## src/design/lsirq_pkg.sv

```systemverilog
// package: register offsets, reset values and carrier types of the light sensor irq/status bank
// assumes: shared by the register bank and its two helper modules
package lsirq_pkg;

    localparam logic [7:0] OFS_INT_CFG = 8'h0b;
    localparam logic [7:0] OFS_STATUS = 8'h0c;
    localparam logic [7:0] OFS_PART_ID = 8'h11;

    localparam logic [9:0] RSV_FIELD_RST = 10'h200;
    localparam logic COMPARE_SRC_RST = 1'h0;
    localparam logic IRQ_DIR_RST = 1'h1;
    localparam logic BURST_RST = 1'h1;
    localparam logic [7:0] PTR_RST = 8'h00;

    // bit positions inside the interrupt and bus config word
    localparam int CFG_RSV_LSB = 6;
    localparam int CFG_SRC_BIT = 5;
    localparam int CFG_DIR_BIT = 4;
    localparam int CFG_EOC_LSB = 2;
    localparam int CFG_BURST_BIT = 0;

    // identification fields, values arbitrary
    localparam logic [1:0] PART_ID_LOW_DFLT = 2'h1;
    localparam logic [11:0] PART_ID_HIGH_DFLT = 12'h5a3;

    localparam int RES_W_DFLT = 20;
    localparam int FAULT_CNT_W = 4;
    localparam int EOC_CNT_W = 2;

    typedef enum logic [1:0] {
        EOC_ALERT = 2'h0,
        EOC_EVERY1 = 2'h1,
        EOC_EVERY2 = 2'h2,
        EOC_EVERY4 = 2'h3
    } lsirq_eoc_mode_t;

    typedef struct packed {
        logic [9:0] rsv_field;
        logic compare_source_select;
        logic irq_pin_dir;
        lsirq_eoc_mode_t eoc_mode;
        logic burst_en;
    } lsirq_cfg_t;

    typedef struct packed {
        logic range_overflow_status;
        logic conv_ready_status;
        logic above_limit_status;
        logic below_limit_status_short;
    } lsirq_status_t;

    localparam lsirq_cfg_t CFG_RST = '{
        rsv_field: RSV_FIELD_RST,
        compare_source_select: COMPARE_SRC_RST,
        irq_pin_dir: IRQ_DIR_RST,
        eoc_mode: EOC_ALERT,
        burst_en: BURST_RST
    };

endpackage : lsirq_pkg

```

## src/design/lsirq_fault_run.sv

```systemverilog
// consecutive-fault run counter for one threshold direction
// assumes: sample_i is a one-cycle pulse per finished conversion, same clock
`timescale 1ns/100ps
`default_nettype none
module lsirq_fault_run (
    input wire logic clk_i,
    input wire logic rst_n_i,
    input wire logic sample_i,
    input wire logic hit_i,
    input wire logic [1:0] fault_count_i,
    output logic qualify_o
);
    logic [lsirq_pkg::FAULT_CNT_W-1:0] cnt_q, cnt_d, need;
    logic qualify_q, qualify_d;

    always_comb
    begin
        // 0,1,2,3 -> 1,2,4,8 results in a row
        need = lsirq_pkg::FAULT_CNT_W'(1) << fault_count_i;
        cnt_d = cnt_q;
        qualify_d = 1'b0;
        if (sample_i)
        begin
            if (!hit_i)
            begin
                cnt_d = '0;
            end
            else if (cnt_q + lsirq_pkg::FAULT_CNT_W'(1) >= need)
            begin
                // saturate so a long run keeps qualifying each result
                cnt_d = need;
                qualify_d = 1'b1;
            end
            else
            begin
                cnt_d = cnt_q + lsirq_pkg::FAULT_CNT_W'(1);
            end
        end
    end

    always_ff @(posedge clk_i or negedge rst_n_i)
    begin
        if (!rst_n_i)
        begin
            cnt_q <= '0;
            qualify_q <= 1'b0;
        end
        else
        begin
            cnt_q <= cnt_d;
            qualify_q <= qualify_d;
        end
    end

    assign qualify_o = qualify_q;

endmodule : lsirq_fault_run
`default_nettype wire

```

## src/design/lsirq_eoc_div.sv

```systemverilog
// end-of-conversion divider: fires after every 1, 2 or 4 conversions
// assumes: conv_done_i one-cycle pulse, same clock
`timescale 1ns/100ps
`default_nettype none
module lsirq_eoc_div (
    input wire logic clk_i,
    input wire logic rst_n_i,
    input wire logic conv_done_i,
    input wire lsirq_pkg::lsirq_eoc_mode_t mode_i,
    output logic fire_o
);
    logic [lsirq_pkg::EOC_CNT_W-1:0] cnt_q, cnt_d, last;
    logic fire_q, fire_d;

    always_comb
    begin
        unique case (mode_i)
            lsirq_pkg::EOC_EVERY2: last = 2'h1;
            lsirq_pkg::EOC_EVERY4: last = 2'h3;
            lsirq_pkg::EOC_EVERY1,
            lsirq_pkg::EOC_ALERT: last = 2'h0;
        endcase
        cnt_d = cnt_q;
        fire_d = 1'b0;
        if (conv_done_i)
        begin
            if (cnt_q >= last)
            begin
                cnt_d = '0;
                fire_d = (mode_i != lsirq_pkg::EOC_ALERT);
            end
            else
            begin
                cnt_d = cnt_q + 2'h1;
            end
        end
    end

    always_ff @(posedge clk_i or negedge rst_n_i)
    begin
        if (!rst_n_i)
        begin
            cnt_q <= '0;
            fire_q <= 1'b0;
        end
        else
        begin
            cnt_q <= cnt_d;
            fire_q <= fire_d;
        end
    end

    assign fire_o = fire_q;

endmodule : lsirq_eoc_div
`default_nettype wire

```

## src/design/lsirq_regs.sv

```systemverilog
// interrupt config, event status and part id registers of a dual-channel light sensor
// assumes: the serial engine presents pointer loads, reads and writes as one-cycle strobes
// Operation
// - reserved upper config field resets to 200h and stores what host writes
// - compare source: visible channel when bit is 0, infrared channel when 1
// - interrupt pin is input when direction bit 0, driven output when 1
// - eoc field: 0 alert, 1 every conversion, 2 every two, 3 every four
// - with burst set, read pointer advances by one after every read
// - overload status set when a conversion overflows
// - conversion-complete set at conversion end, held until cleared, resets 0
// - conversion-complete cleared by status read or non-zero status write
// - high flag set after enough consecutive results above high threshold
// - low flag set after enough consecutive results below low threshold
// - fault count 0,1,2,3 means 1,2,4,8 consecutive results
// - interrupt pin active low for polarity 0, active high for 1
`timescale 1ns/100ps
`default_nettype none
module lsirq_regs #(
    parameter int RES_W = lsirq_pkg::RES_W_DFLT,
    parameter logic [1:0] PART_ID_LOW = lsirq_pkg::PART_ID_LOW_DFLT,
    parameter logic [11:0] PART_ID_HIGH = lsirq_pkg::PART_ID_HIGH_DFLT
) (
    input wire logic clk_i,
    input wire logic resetn_i,
    input wire logic ptr_load_i,
    input wire logic [7:0] ptr_addr_i,
    input wire logic reg_rd_i,
    input wire logic reg_wr_i,
    input wire logic [15:0] reg_wdata_i,
    output logic [15:0] reg_rdata_o,
    output logic [7:0] reg_ptr_o,
    input wire logic conv_done_i,
    input wire logic conv_overflow_i,
    input wire logic [RES_W-1:0] visible_channel_i,
    input wire logic [RES_W-1:0] infrared_channel_i,
    input wire logic [RES_W-1:0] thresh_high_i,
    input wire logic [RES_W-1:0] thresh_low_i,
    input wire logic [1:0] fault_count_i,
    input wire logic irq_pin_polarity_i,
    input wire logic irq_pin_i,
    output logic irq_pin_o,
    output logic irq_pin_oe_o,
    output logic ext_trigger_o
);
    logic rst_s1_q, rst_n;
    logic pin_s1_q, pin_s2_q, pin_s3_q;
    lsirq_pkg::lsirq_cfg_t cfg_q, cfg_d;
    lsirq_pkg::lsirq_status_t stat_q, stat_d;
    logic [1:0] id_rsv_q, id_rsv_d;
    logic [7:0] ptr_q, ptr_d;
    logic [15:0] rdata_q, rdata_d, rd_word;
    logic irq_act_q, irq_act_d;
    logic trig_q, trig_d;
    logic [RES_W-1:0] cmp_val;
    logic hi_hit, lo_hit, hi_qual, lo_qual, eoc_fire, stat_acc;

    // reset released through two flops
    always_ff @(posedge clk_i or negedge resetn_i)
    begin
        if (!resetn_i)
        begin
            rst_s1_q <= 1'b0;
            rst_n <= 1'b0;
        end
        else
        begin
            rst_s1_q <= 1'b1;
            rst_n <= rst_s1_q;
        end
    end

    // external pin crosses in through two flops; third is for edge detect only
    // reset to the pulled-up idle level so no false edge follows reset
    always_ff @(posedge clk_i or negedge rst_n)
    begin
        if (!rst_n)
        begin
            pin_s1_q <= 1'b1;
            pin_s2_q <= 1'b1;
            pin_s3_q <= 1'b1;
        end
        else
        begin
            pin_s1_q <= irq_pin_i;
            pin_s2_q <= pin_s1_q;
            pin_s3_q <= pin_s2_q;
        end
    end

    assign cmp_val = cfg_q.compare_source_select ? infrared_channel_i : visible_channel_i;
    assign hi_hit = cmp_val > thresh_high_i;
    assign lo_hit = cmp_val < thresh_low_i;

    lsirq_fault_run u_run_high (
        .clk_i(clk_i),
        .rst_n_i(rst_n),
        .sample_i(conv_done_i),
        .hit_i(hi_hit),
        .fault_count_i(fault_count_i),
        .qualify_o(hi_qual)
    );

    lsirq_fault_run u_run_low (
        .clk_i(clk_i),
        .rst_n_i(rst_n),
        .sample_i(conv_done_i),
        .hit_i(lo_hit),
        .fault_count_i(fault_count_i),
        .qualify_o(lo_qual)
    );

    lsirq_eoc_div u_eoc (
        .clk_i(clk_i),
        .rst_n_i(rst_n),
        .conv_done_i(conv_done_i),
        .mode_i(cfg_q.eoc_mode),
        .fire_o(eoc_fire)
    );

    // read view; reserved bits of status and config bit 1 read zero
    always_comb
    begin
        unique case (ptr_q)
            lsirq_pkg::OFS_INT_CFG: rd_word = {cfg_q.rsv_field, cfg_q.compare_source_select,
                cfg_q.irq_pin_dir, cfg_q.eoc_mode, 1'b0, cfg_q.burst_en};
            lsirq_pkg::OFS_STATUS: rd_word = {12'h000, stat_q};
            lsirq_pkg::OFS_PART_ID: rd_word = {id_rsv_q, PART_ID_LOW, PART_ID_HIGH};
            default: rd_word = 16'h0000;
        endcase
    end

    assign stat_acc = (reg_rd_i && ptr_q == lsirq_pkg::OFS_STATUS)
        || (reg_wr_i && ptr_q == lsirq_pkg::OFS_STATUS && reg_wdata_i != 16'h0000);

    always_comb
    begin
        cfg_d = cfg_q;
        id_rsv_d = id_rsv_q;
        ptr_d = ptr_q;
        rdata_d = rdata_q;
        stat_d = stat_q;
        irq_act_d = irq_act_q;
        if (ptr_load_i)
        begin
            ptr_d = ptr_addr_i;
        end
        else if (reg_rd_i)
        begin
            rdata_d = rd_word;
            if (cfg_q.burst_en)
            begin
                ptr_d = ptr_q + 8'h01;
            end
        end
        else if (reg_wr_i && ptr_q == lsirq_pkg::OFS_INT_CFG)
        begin
            // reserved field stored as written; bit 1 ignored
            cfg_d.rsv_field = reg_wdata_i[15:lsirq_pkg::CFG_RSV_LSB];
            cfg_d.compare_source_select = reg_wdata_i[lsirq_pkg::CFG_SRC_BIT];
            cfg_d.irq_pin_dir = reg_wdata_i[lsirq_pkg::CFG_DIR_BIT];
            cfg_d.eoc_mode = lsirq_pkg::lsirq_eoc_mode_t'(reg_wdata_i[lsirq_pkg::CFG_EOC_LSB +: 2]);
            cfg_d.burst_en = reg_wdata_i[lsirq_pkg::CFG_BURST_BIT];
        end
        else if (reg_wr_i && ptr_q == lsirq_pkg::OFS_PART_ID)
        begin
            id_rsv_d = reg_wdata_i[15:14];
        end
        // clear first, then events, so a set in the same cycle wins
        if (stat_acc)
        begin
            stat_d.conv_ready_status = 1'b0;
            // threshold flags latch until the host reads the status word or writes it non-zero
            stat_d.above_limit_status = 1'b0;
            stat_d.below_limit_status_short = 1'b0;
            irq_act_d = 1'b0;
        end
        if (conv_done_i)
        begin
            stat_d.conv_ready_status = 1'b1;
            stat_d.range_overflow_status = conv_overflow_i;
        end
        if (hi_qual)
        begin
            stat_d.above_limit_status = 1'b1;
        end
        if (lo_qual)
        begin
            stat_d.below_limit_status_short = 1'b1;
        end
        if (cfg_q.eoc_mode == lsirq_pkg::EOC_ALERT ? (hi_qual || lo_qual) : eoc_fire)
        begin
            irq_act_d = 1'b1;
        end
    end

    always_ff @(posedge clk_i or negedge rst_n)
    begin
        if (!rst_n)
        begin
            cfg_q <= lsirq_pkg::CFG_RST;
            stat_q <= '0;
            id_rsv_q <= 2'h0;
            ptr_q <= lsirq_pkg::PTR_RST;
            rdata_q <= 16'h0000;
            irq_act_q <= 1'b0;
        end
        else
        begin
            cfg_q <= cfg_d;
            stat_q <= stat_d;
            id_rsv_q <= id_rsv_d;
            ptr_q <= ptr_d;
            rdata_q <= rdata_d;
            irq_act_q <= irq_act_d;
        end
    end

    // pin as input: active edge becomes a trigger pulse for the conversion engine
    always_comb
    begin
        trig_d = !cfg_q.irq_pin_dir
            && ((pin_s2_q == irq_pin_polarity_i) && (pin_s3_q != irq_pin_polarity_i));
    end

    always_ff @(posedge clk_i or negedge rst_n)
    begin
        if (!rst_n)
        begin
            trig_q <= 1'b0;
        end
        else
        begin
            trig_q <= trig_d;
        end
    end

    assign irq_pin_oe_o = cfg_q.irq_pin_dir;
    assign irq_pin_o = irq_pin_polarity_i ? irq_act_q : !irq_act_q;
    assign ext_trigger_o = trig_q;
    assign reg_rdata_o = rdata_q;
    assign reg_ptr_o = ptr_q;

    AST_READY_SET: assert property (@(posedge clk_i) disable iff (!rst_n)
        conv_done_i |=> stat_q.conv_ready_status)
        else $error("ready flag not set after conversion end");
    AST_READY_CLR: assert property (@(posedge clk_i) disable iff (!rst_n)
        (stat_acc && !conv_done_i) |=> !stat_q.conv_ready_status)
        else $error("ready flag not cleared by status access");
    AST_OVERLOAD: assert property (@(posedge clk_i) disable iff (!rst_n)
        conv_done_i |=> stat_q.range_overflow_status == $past(conv_overflow_i))
        else $error("range_overflow_status does not follow conversion");
    AST_BURST: assert property (@(posedge clk_i) disable iff (!rst_n)
        (reg_rd_i && !ptr_load_i && cfg_q.burst_en) |=> ptr_q == $past(ptr_q) + 8'h01)
        else $error("burst pointer did not advance");
    AST_NO_BURST: assert property (@(posedge clk_i) disable iff (!rst_n)
        (reg_rd_i && !ptr_load_i && !cfg_q.burst_en) |=> $stable(ptr_q))
        else $error("pointer moved with burst off");
    AST_PIN_LEVEL: assert property (@(posedge clk_i) disable iff (!rst_n)
        irq_pin_o == (irq_act_q ~^ irq_pin_polarity_i))
        else $error("interrupt pin level wrong for polarity");
    AST_HIGH_RUN: assert property (@(posedge clk_i) disable iff (!rst_n)
        (fault_count_i == 2'h0 && conv_done_i && hi_hit) |-> ##2 stat_q.above_limit_status)
        else $error("high flag missing after single qualifying result");
    AST_LOW_RUN: assert property (@(posedge clk_i) disable iff (!rst_n)
        (fault_count_i == 2'h0 && conv_done_i && lo_hit) |-> ##2 stat_q.below_limit_status_short)
        else $error("low flag missing after single qualifying result");
    AST_LOW_BREAK: assert property (@(posedge clk_i) disable iff (!rst_n)
        (conv_done_i && !lo_hit) |=> !lo_qual)
        else $error("low flag qualified across a broken run");
    AST_HIGH_SET: assert property (@(posedge clk_i) disable iff (!rst_n)
        hi_qual |=> stat_q.above_limit_status)
        else $error("high flag not set after qualifying run");
    AST_LOW_SET: assert property (@(posedge clk_i) disable iff (!rst_n)
        lo_qual |=> stat_q.below_limit_status_short)
        else $error("low flag not set after qualifying run");
    AST_EOC_EVERY1: assert property (@(posedge clk_i) disable iff (!rst_n)
        (conv_done_i && cfg_q.eoc_mode == lsirq_pkg::EOC_EVERY1 && !stat_acc) ##1
        (!stat_acc && $stable(cfg_q)) |=> irq_act_q)
        else $error("interrupt not raised after conversion");
    AST_EOC_QUIET: assert property (@(posedge clk_i) disable iff (!rst_n)
        (conv_done_i && cfg_q.eoc_mode == lsirq_pkg::EOC_ALERT) |=> !eoc_fire)
        else $error("conversion interrupt fired in alert mode");
    AST_TRIG_OUT_MODE: assert property (@(posedge clk_i) disable iff (!rst_n)
        cfg_q.irq_pin_dir |=> !ext_trigger_o)
        else $error("trigger taken while pin is an output");
    AST_TRIG_ONE: assert property (@(posedge clk_i) disable iff (!rst_n)
        ext_trigger_o |=> !ext_trigger_o)
        else $error("trigger pulse longer than one cycle");
    AST_CFG_RESET: assert property (@(posedge clk_i) $rose(rst_n) |->
        cfg_q == lsirq_pkg::CFG_RST)
        else $error("config word not at reset value");

    COV_BURST_READ: cover property (@(posedge clk_i) disable iff (!rst_n)
        reg_rd_i && cfg_q.burst_en ##1 reg_rd_i);
    COV_HIGH_FLAG: cover property (@(posedge clk_i) disable iff (!rst_n)
        $rose(stat_q.above_limit_status));
    COV_SET_CLEAR: cover property (@(posedge clk_i) disable iff (!rst_n)
        conv_done_i && stat_acc);
    COV_EXT_TRIG: cover property (@(posedge clk_i) disable iff (!rst_n) ext_trigger_o);
    COV_EOC_EVERY4: cover property (@(posedge clk_i) disable iff (!rst_n)
        cfg_q.eoc_mode == lsirq_pkg::EOC_EVERY4 && eoc_fire);

endmodule : lsirq_regs
`default_nettype wire

```

## config.mk

```make
export PLATFORM = sky130hd
export DESIGN_NAME = lsirq_regs
export DESIGN_NICKNAME = d
export VERILOG_FILES = /design/src/design/lsirq_pkg.sv /design/src/design/lsirq_fault_run.sv /design/src/design/lsirq_eoc_div.sv /design/src/design/lsirq_regs.sv
export SDC_FILE = /design/constraint.sdc
export NUM_CORES = 1
export LEC_CHECK = 0
export ABC_AREA = 1
export ABC_CLOCK_PERIOD_IN_PS = 2400
export BUFFER_PORTS_ARGS = -buffer_cell sky130_fd_sc_hd__buf_4
export CELL_PAD_IN_SITES_DETAIL_PLACEMENT = 1
export CELL_PAD_IN_SITES_GLOBAL_PLACEMENT = 1
export CORE_MARGIN = 2
export CORE_UTILIZATION = 36
export DETAILED_ROUTE_END_ITERATION = 8
export GPL_TIMING_DRIVEN = 1
export MAX_ROUTING_LAYER = met4
export PLACE_DENSITY = 0.85
export SLEW_MARGIN = 40
export SYNTH_ARGS = -nofsm -noshare
export SYNTH_HDL_FRONTEND = slang
export SYNTH_SLANG_ARGS = --single-unit
```

## constraint.sdc

```tcl
create_clock -name clk_i -period 2.4 [get_ports clk_i]
set_input_delay 0.12 -clock clk_i [delete_from_list [all_inputs] [get_ports clk_i]]
set_output_delay 0.12 -clock clk_i [all_outputs]
set_load 0.02 [all_outputs]
```

==> flow_summary.yaml <==
status:
  status: "complete, no violations"
clocking:
  cts_buffers: 9
  clkTransAtPathRegs_ns: 0.05
  clk_latency_ns: 0.32
  cts_buffer_depth: 2
  cts_tree: "done"
  cts_htree_levels: 3
  root_buffer: "clkbuf_16"
  post_cts_buffers: 0
  clkSinkCount: 65
grt:
  grt_pass1_vias: 5277
  grt_max_degree: 44
  antenna_found_initial: 0
  grtUsageTotal_pct: 21.7
  gr-total-overflow: 0
  grt_pass1_wl_mm: 24.2
sta:
  min_period_ns: 2.16
  setup_tns_ns: 0
  hold_ws_ns: 0.0451
  post-route-period-util_pct: 89.8
  worst_slew_pin_slew_ns: 0.582
  setup_viol: 0
  rsz0062_at_grt: "no"
  final-max-slew-violation-count: 0
  fin_skew_ns: 0.0108
  timing.fmax_mhz: 464
  maxSlewHeadroom_pct: 61.0
  finalHoldViolCount: 0
detailed_routing:
  first_pass_iters: 4
  wl_met1_mm: 5.74
  ant_nets: 0
  routed_via_density: 4.82
  wl_met3_um: 561
  wirelength_mm: 14.5
  top_layer_used: "met4"
  vias: 4780
  drt_iter0_drc: 200
  wl_met2_mm: 8.07
  avgRoutedWirePerCell_um: 14.6
  drc: 0
critical_path:
  r2r-start: "cfg_q[4]"
  crit_chain: "inv_1, buf_4, nand2_1, nand2_1, ha_4, nand2_1, nor2_2, nand2_1, nor2_2, nand4_1, nand3_1, nand2_1"
  critPathKind: "reg -> reg"
  critPathCaptureType: "flop"
  cp-start-kind: "flop"
  endpoint: "u_run_high.cnt_q[1]"
  crit_path_frequent_cell: "nand2_1"
  critPathArrivalTime_ns: 2.37
  worst-path-stages: 12
  slowest_stage: "dfrtp_1"
  ff2ff_setup_slack_ns: 0.24
  max_stage_delay_ns: 0.34
  cp_num_buf_inv: 2
  worstPathMaxFanout: 20
  crit_path_start: "cfg_q[4]"
  cpLargestDelayFamily: "simple AND/OR/NAND/NOR gates"
  cp.required_ns: 2.61
  ff2ff_path_depth: 12
  timing.rr.end: "u_run_high.cnt_q[1]"
power:
  p_leak_nw: 3.61
  irDropWorstVdd_mv: 0.337
  p_per_area_nw_per_um2: 628
floorplanning:
  io_pins: 142
  row_count: 41
  die_y_um: 118
  initial_utilization_pct: 36.9
  die_w_um: 118
  fp.coreArea_um2: 12600
  die_area_um2: 13900
hold_path:
  hp-class: "in -> reg"
placement:
  post-place-cells: 973
  port_buffers: 141
  hpwl_mm: 11.8
  placed_cell_area_um2: 5930
  place_congestion: 0.889
synthesis:
  synth_seq_cells: 65
  syn_area_um2: 4660
  synth_seq_area_share_pct: 35.1
  yosysTopAreaCell: "dfrtp_1"
  syn-num-nets: 836
  syn_inst: 667
  synth_top_area_share_pct: 31.7
  syn_avg_cell_area_um2: 6.98
  yosysWarnings: 0
  yosys-top-cells-area: "dfrtp_1 32%, nand2_1 20%, ha_1 15%"
  synth_cell_type_count: 33
run:
  max_cap_violations: 0
finish:
  syn_to_final_growth_pct: 34.3
  final_util_pct: 49.5
  fillers: 1635
  fin_area_um2: 6250
  stdcell_count: 992
  finalNetCount: 984
  antennaDiodeCount: 0
  drive_gt1_share_pct: 22.3
## where the power goes
| group | switching [W] | internal (W) | total, W |
|---|---|---|---|
| Combinational | 0.000831 | 0.000583 | 0.00141 |
| Clock | 0.000446 | 0.000723 | 0.00117 |
| Sequential | 0.000123 | 0.00122 | 0.00135 |
## synthesized netlist by cell type
cell and n:
a21o_1 3, a21oi_1 30, a22oi_1 1, a31oi_1 1, and2_1 1, buf_2 1
buf_6 2, clkbuf_1 10, clkbuf_2 1, conb_1 1, dfrtp_1 59, dfstp_2 6
ha_1 54, inv_1 109, nand2_1 247, nand2_2 1, nand3_1 34, nand3_2 1
nand4_1 8, nor2_1 51, nor2_2 1, nor3_1 2, nor3_4 1, nor3b_1 1
o211ai_1 1, o21a_1 1, o21ai_0 15, o21ai_1 5, o21ai_2 5, o21bai_1 2
or2_2 1, xnor2_1 6, xor2_1 5
## routing by layer
metal,up-vias,GRT usage [%]
li1,2362,-
met1,2303,23.0
met2,106,42.2
met3,9,3.78
met4,0,4.22
met5,-,-
## cell type report
cell class | instances | area [um2] | share of cell area (%)
clock inverters | 3 | 17.5 | 0.280
flip-flops and latches | 65 | 1640 | 26.2
multi-input cells | 479 | 2570 | 41.1
repair buffers | 151 | 1150 | 18.5
clock buffers | 13 | 250 | 4.00
well taps | 172 | 215 | 3.44
inverters | 109 | 409 | 6.54
## what timing repair did
item                       CTS  global route
hold endpoints to repair     4             0
hold buffers                 3             0
setup endpoints to repair    0             6
gates resized for setup      0             5
## how the worst min path moves through the flow
stage                     depth (start not counted)           end            from  slack (ns)
after floorplan                                   0         rst_n        resetn_i       -0.18
after global placement                            1      rst_s1_q        resetn_i        -0.1
after detailed placement                          1      rst_s1_q        resetn_i        -0.1
after CTS                                         3      cfg_q[0]  reg_wdata_i[0]        0.03
after global routing                              3  reg_ptr_o[4]   ptr_addr_i[4]        0.05
final                                             3      cfg_q[0]  reg_wdata_i[0]        0.05
## sequential cells by signal, summed over array words and instances (netlist names), 2 cells and up
| signal | count |
|---|---|
| reg_rdata_o | 16 |
| u_run_low.cnt_q | 4 |
| u_eoc.cnt_q | 2 |
| stat_q | 4 |
| reg_ptr_o | 8 |
| id_rsv_q | 2 |
| cfg_q | 14 |
| u_run_high.cnt_q | 4 |
## cells in the final DEF, fill, tap and decap left out, drive strengths merged, types with 2 or more instances in the layout
cell,Yosys,final
dfstp,6,6
nor3,3,3
xnor2,6,6
o21bai,2,2
a21oi,30,30
buf,3,148
nor2,52,52
nand4,8,8
a21o,3,3
nand3,35,35
dfrtp,59,59
ha,54,54
nand2,248,248
o21ai,25,25
clkbuf,11,13
clkinv,0,2
dlygate4sd3,0,3
inv,109,109
xor2,5,5
## cells by family after synthesis
| kind of cell | share of synthesized area [%] |
|---|---|
| AO/OA/AOI/OAI | 7.74 |
| XOR/XNOR | 2.07 |
| adder cells (fa/ha/maj) | 14.5 |
| buffers and inverters | 10.3 |
| flip-flops | 35.1 |
| other | 0.0805 |
| AND/OR/NAND/NOR | 30.2 |
## metrics by stage
stage,total power (W),setup WS [ns]
floorplan,0.00224,0.225
global placement,0.00262,0.266
detailed placement,0.00276,0.109
CTS,0.00396,0.126
global route,0.00426,0.0217
finish,0.00393,0.245
## worst min-delay path: stages
cell and delay [ns]:
buf_4 0.12, nand3_1 0.07, nand2_1 0.05
(Power assumes the default switching activity.)
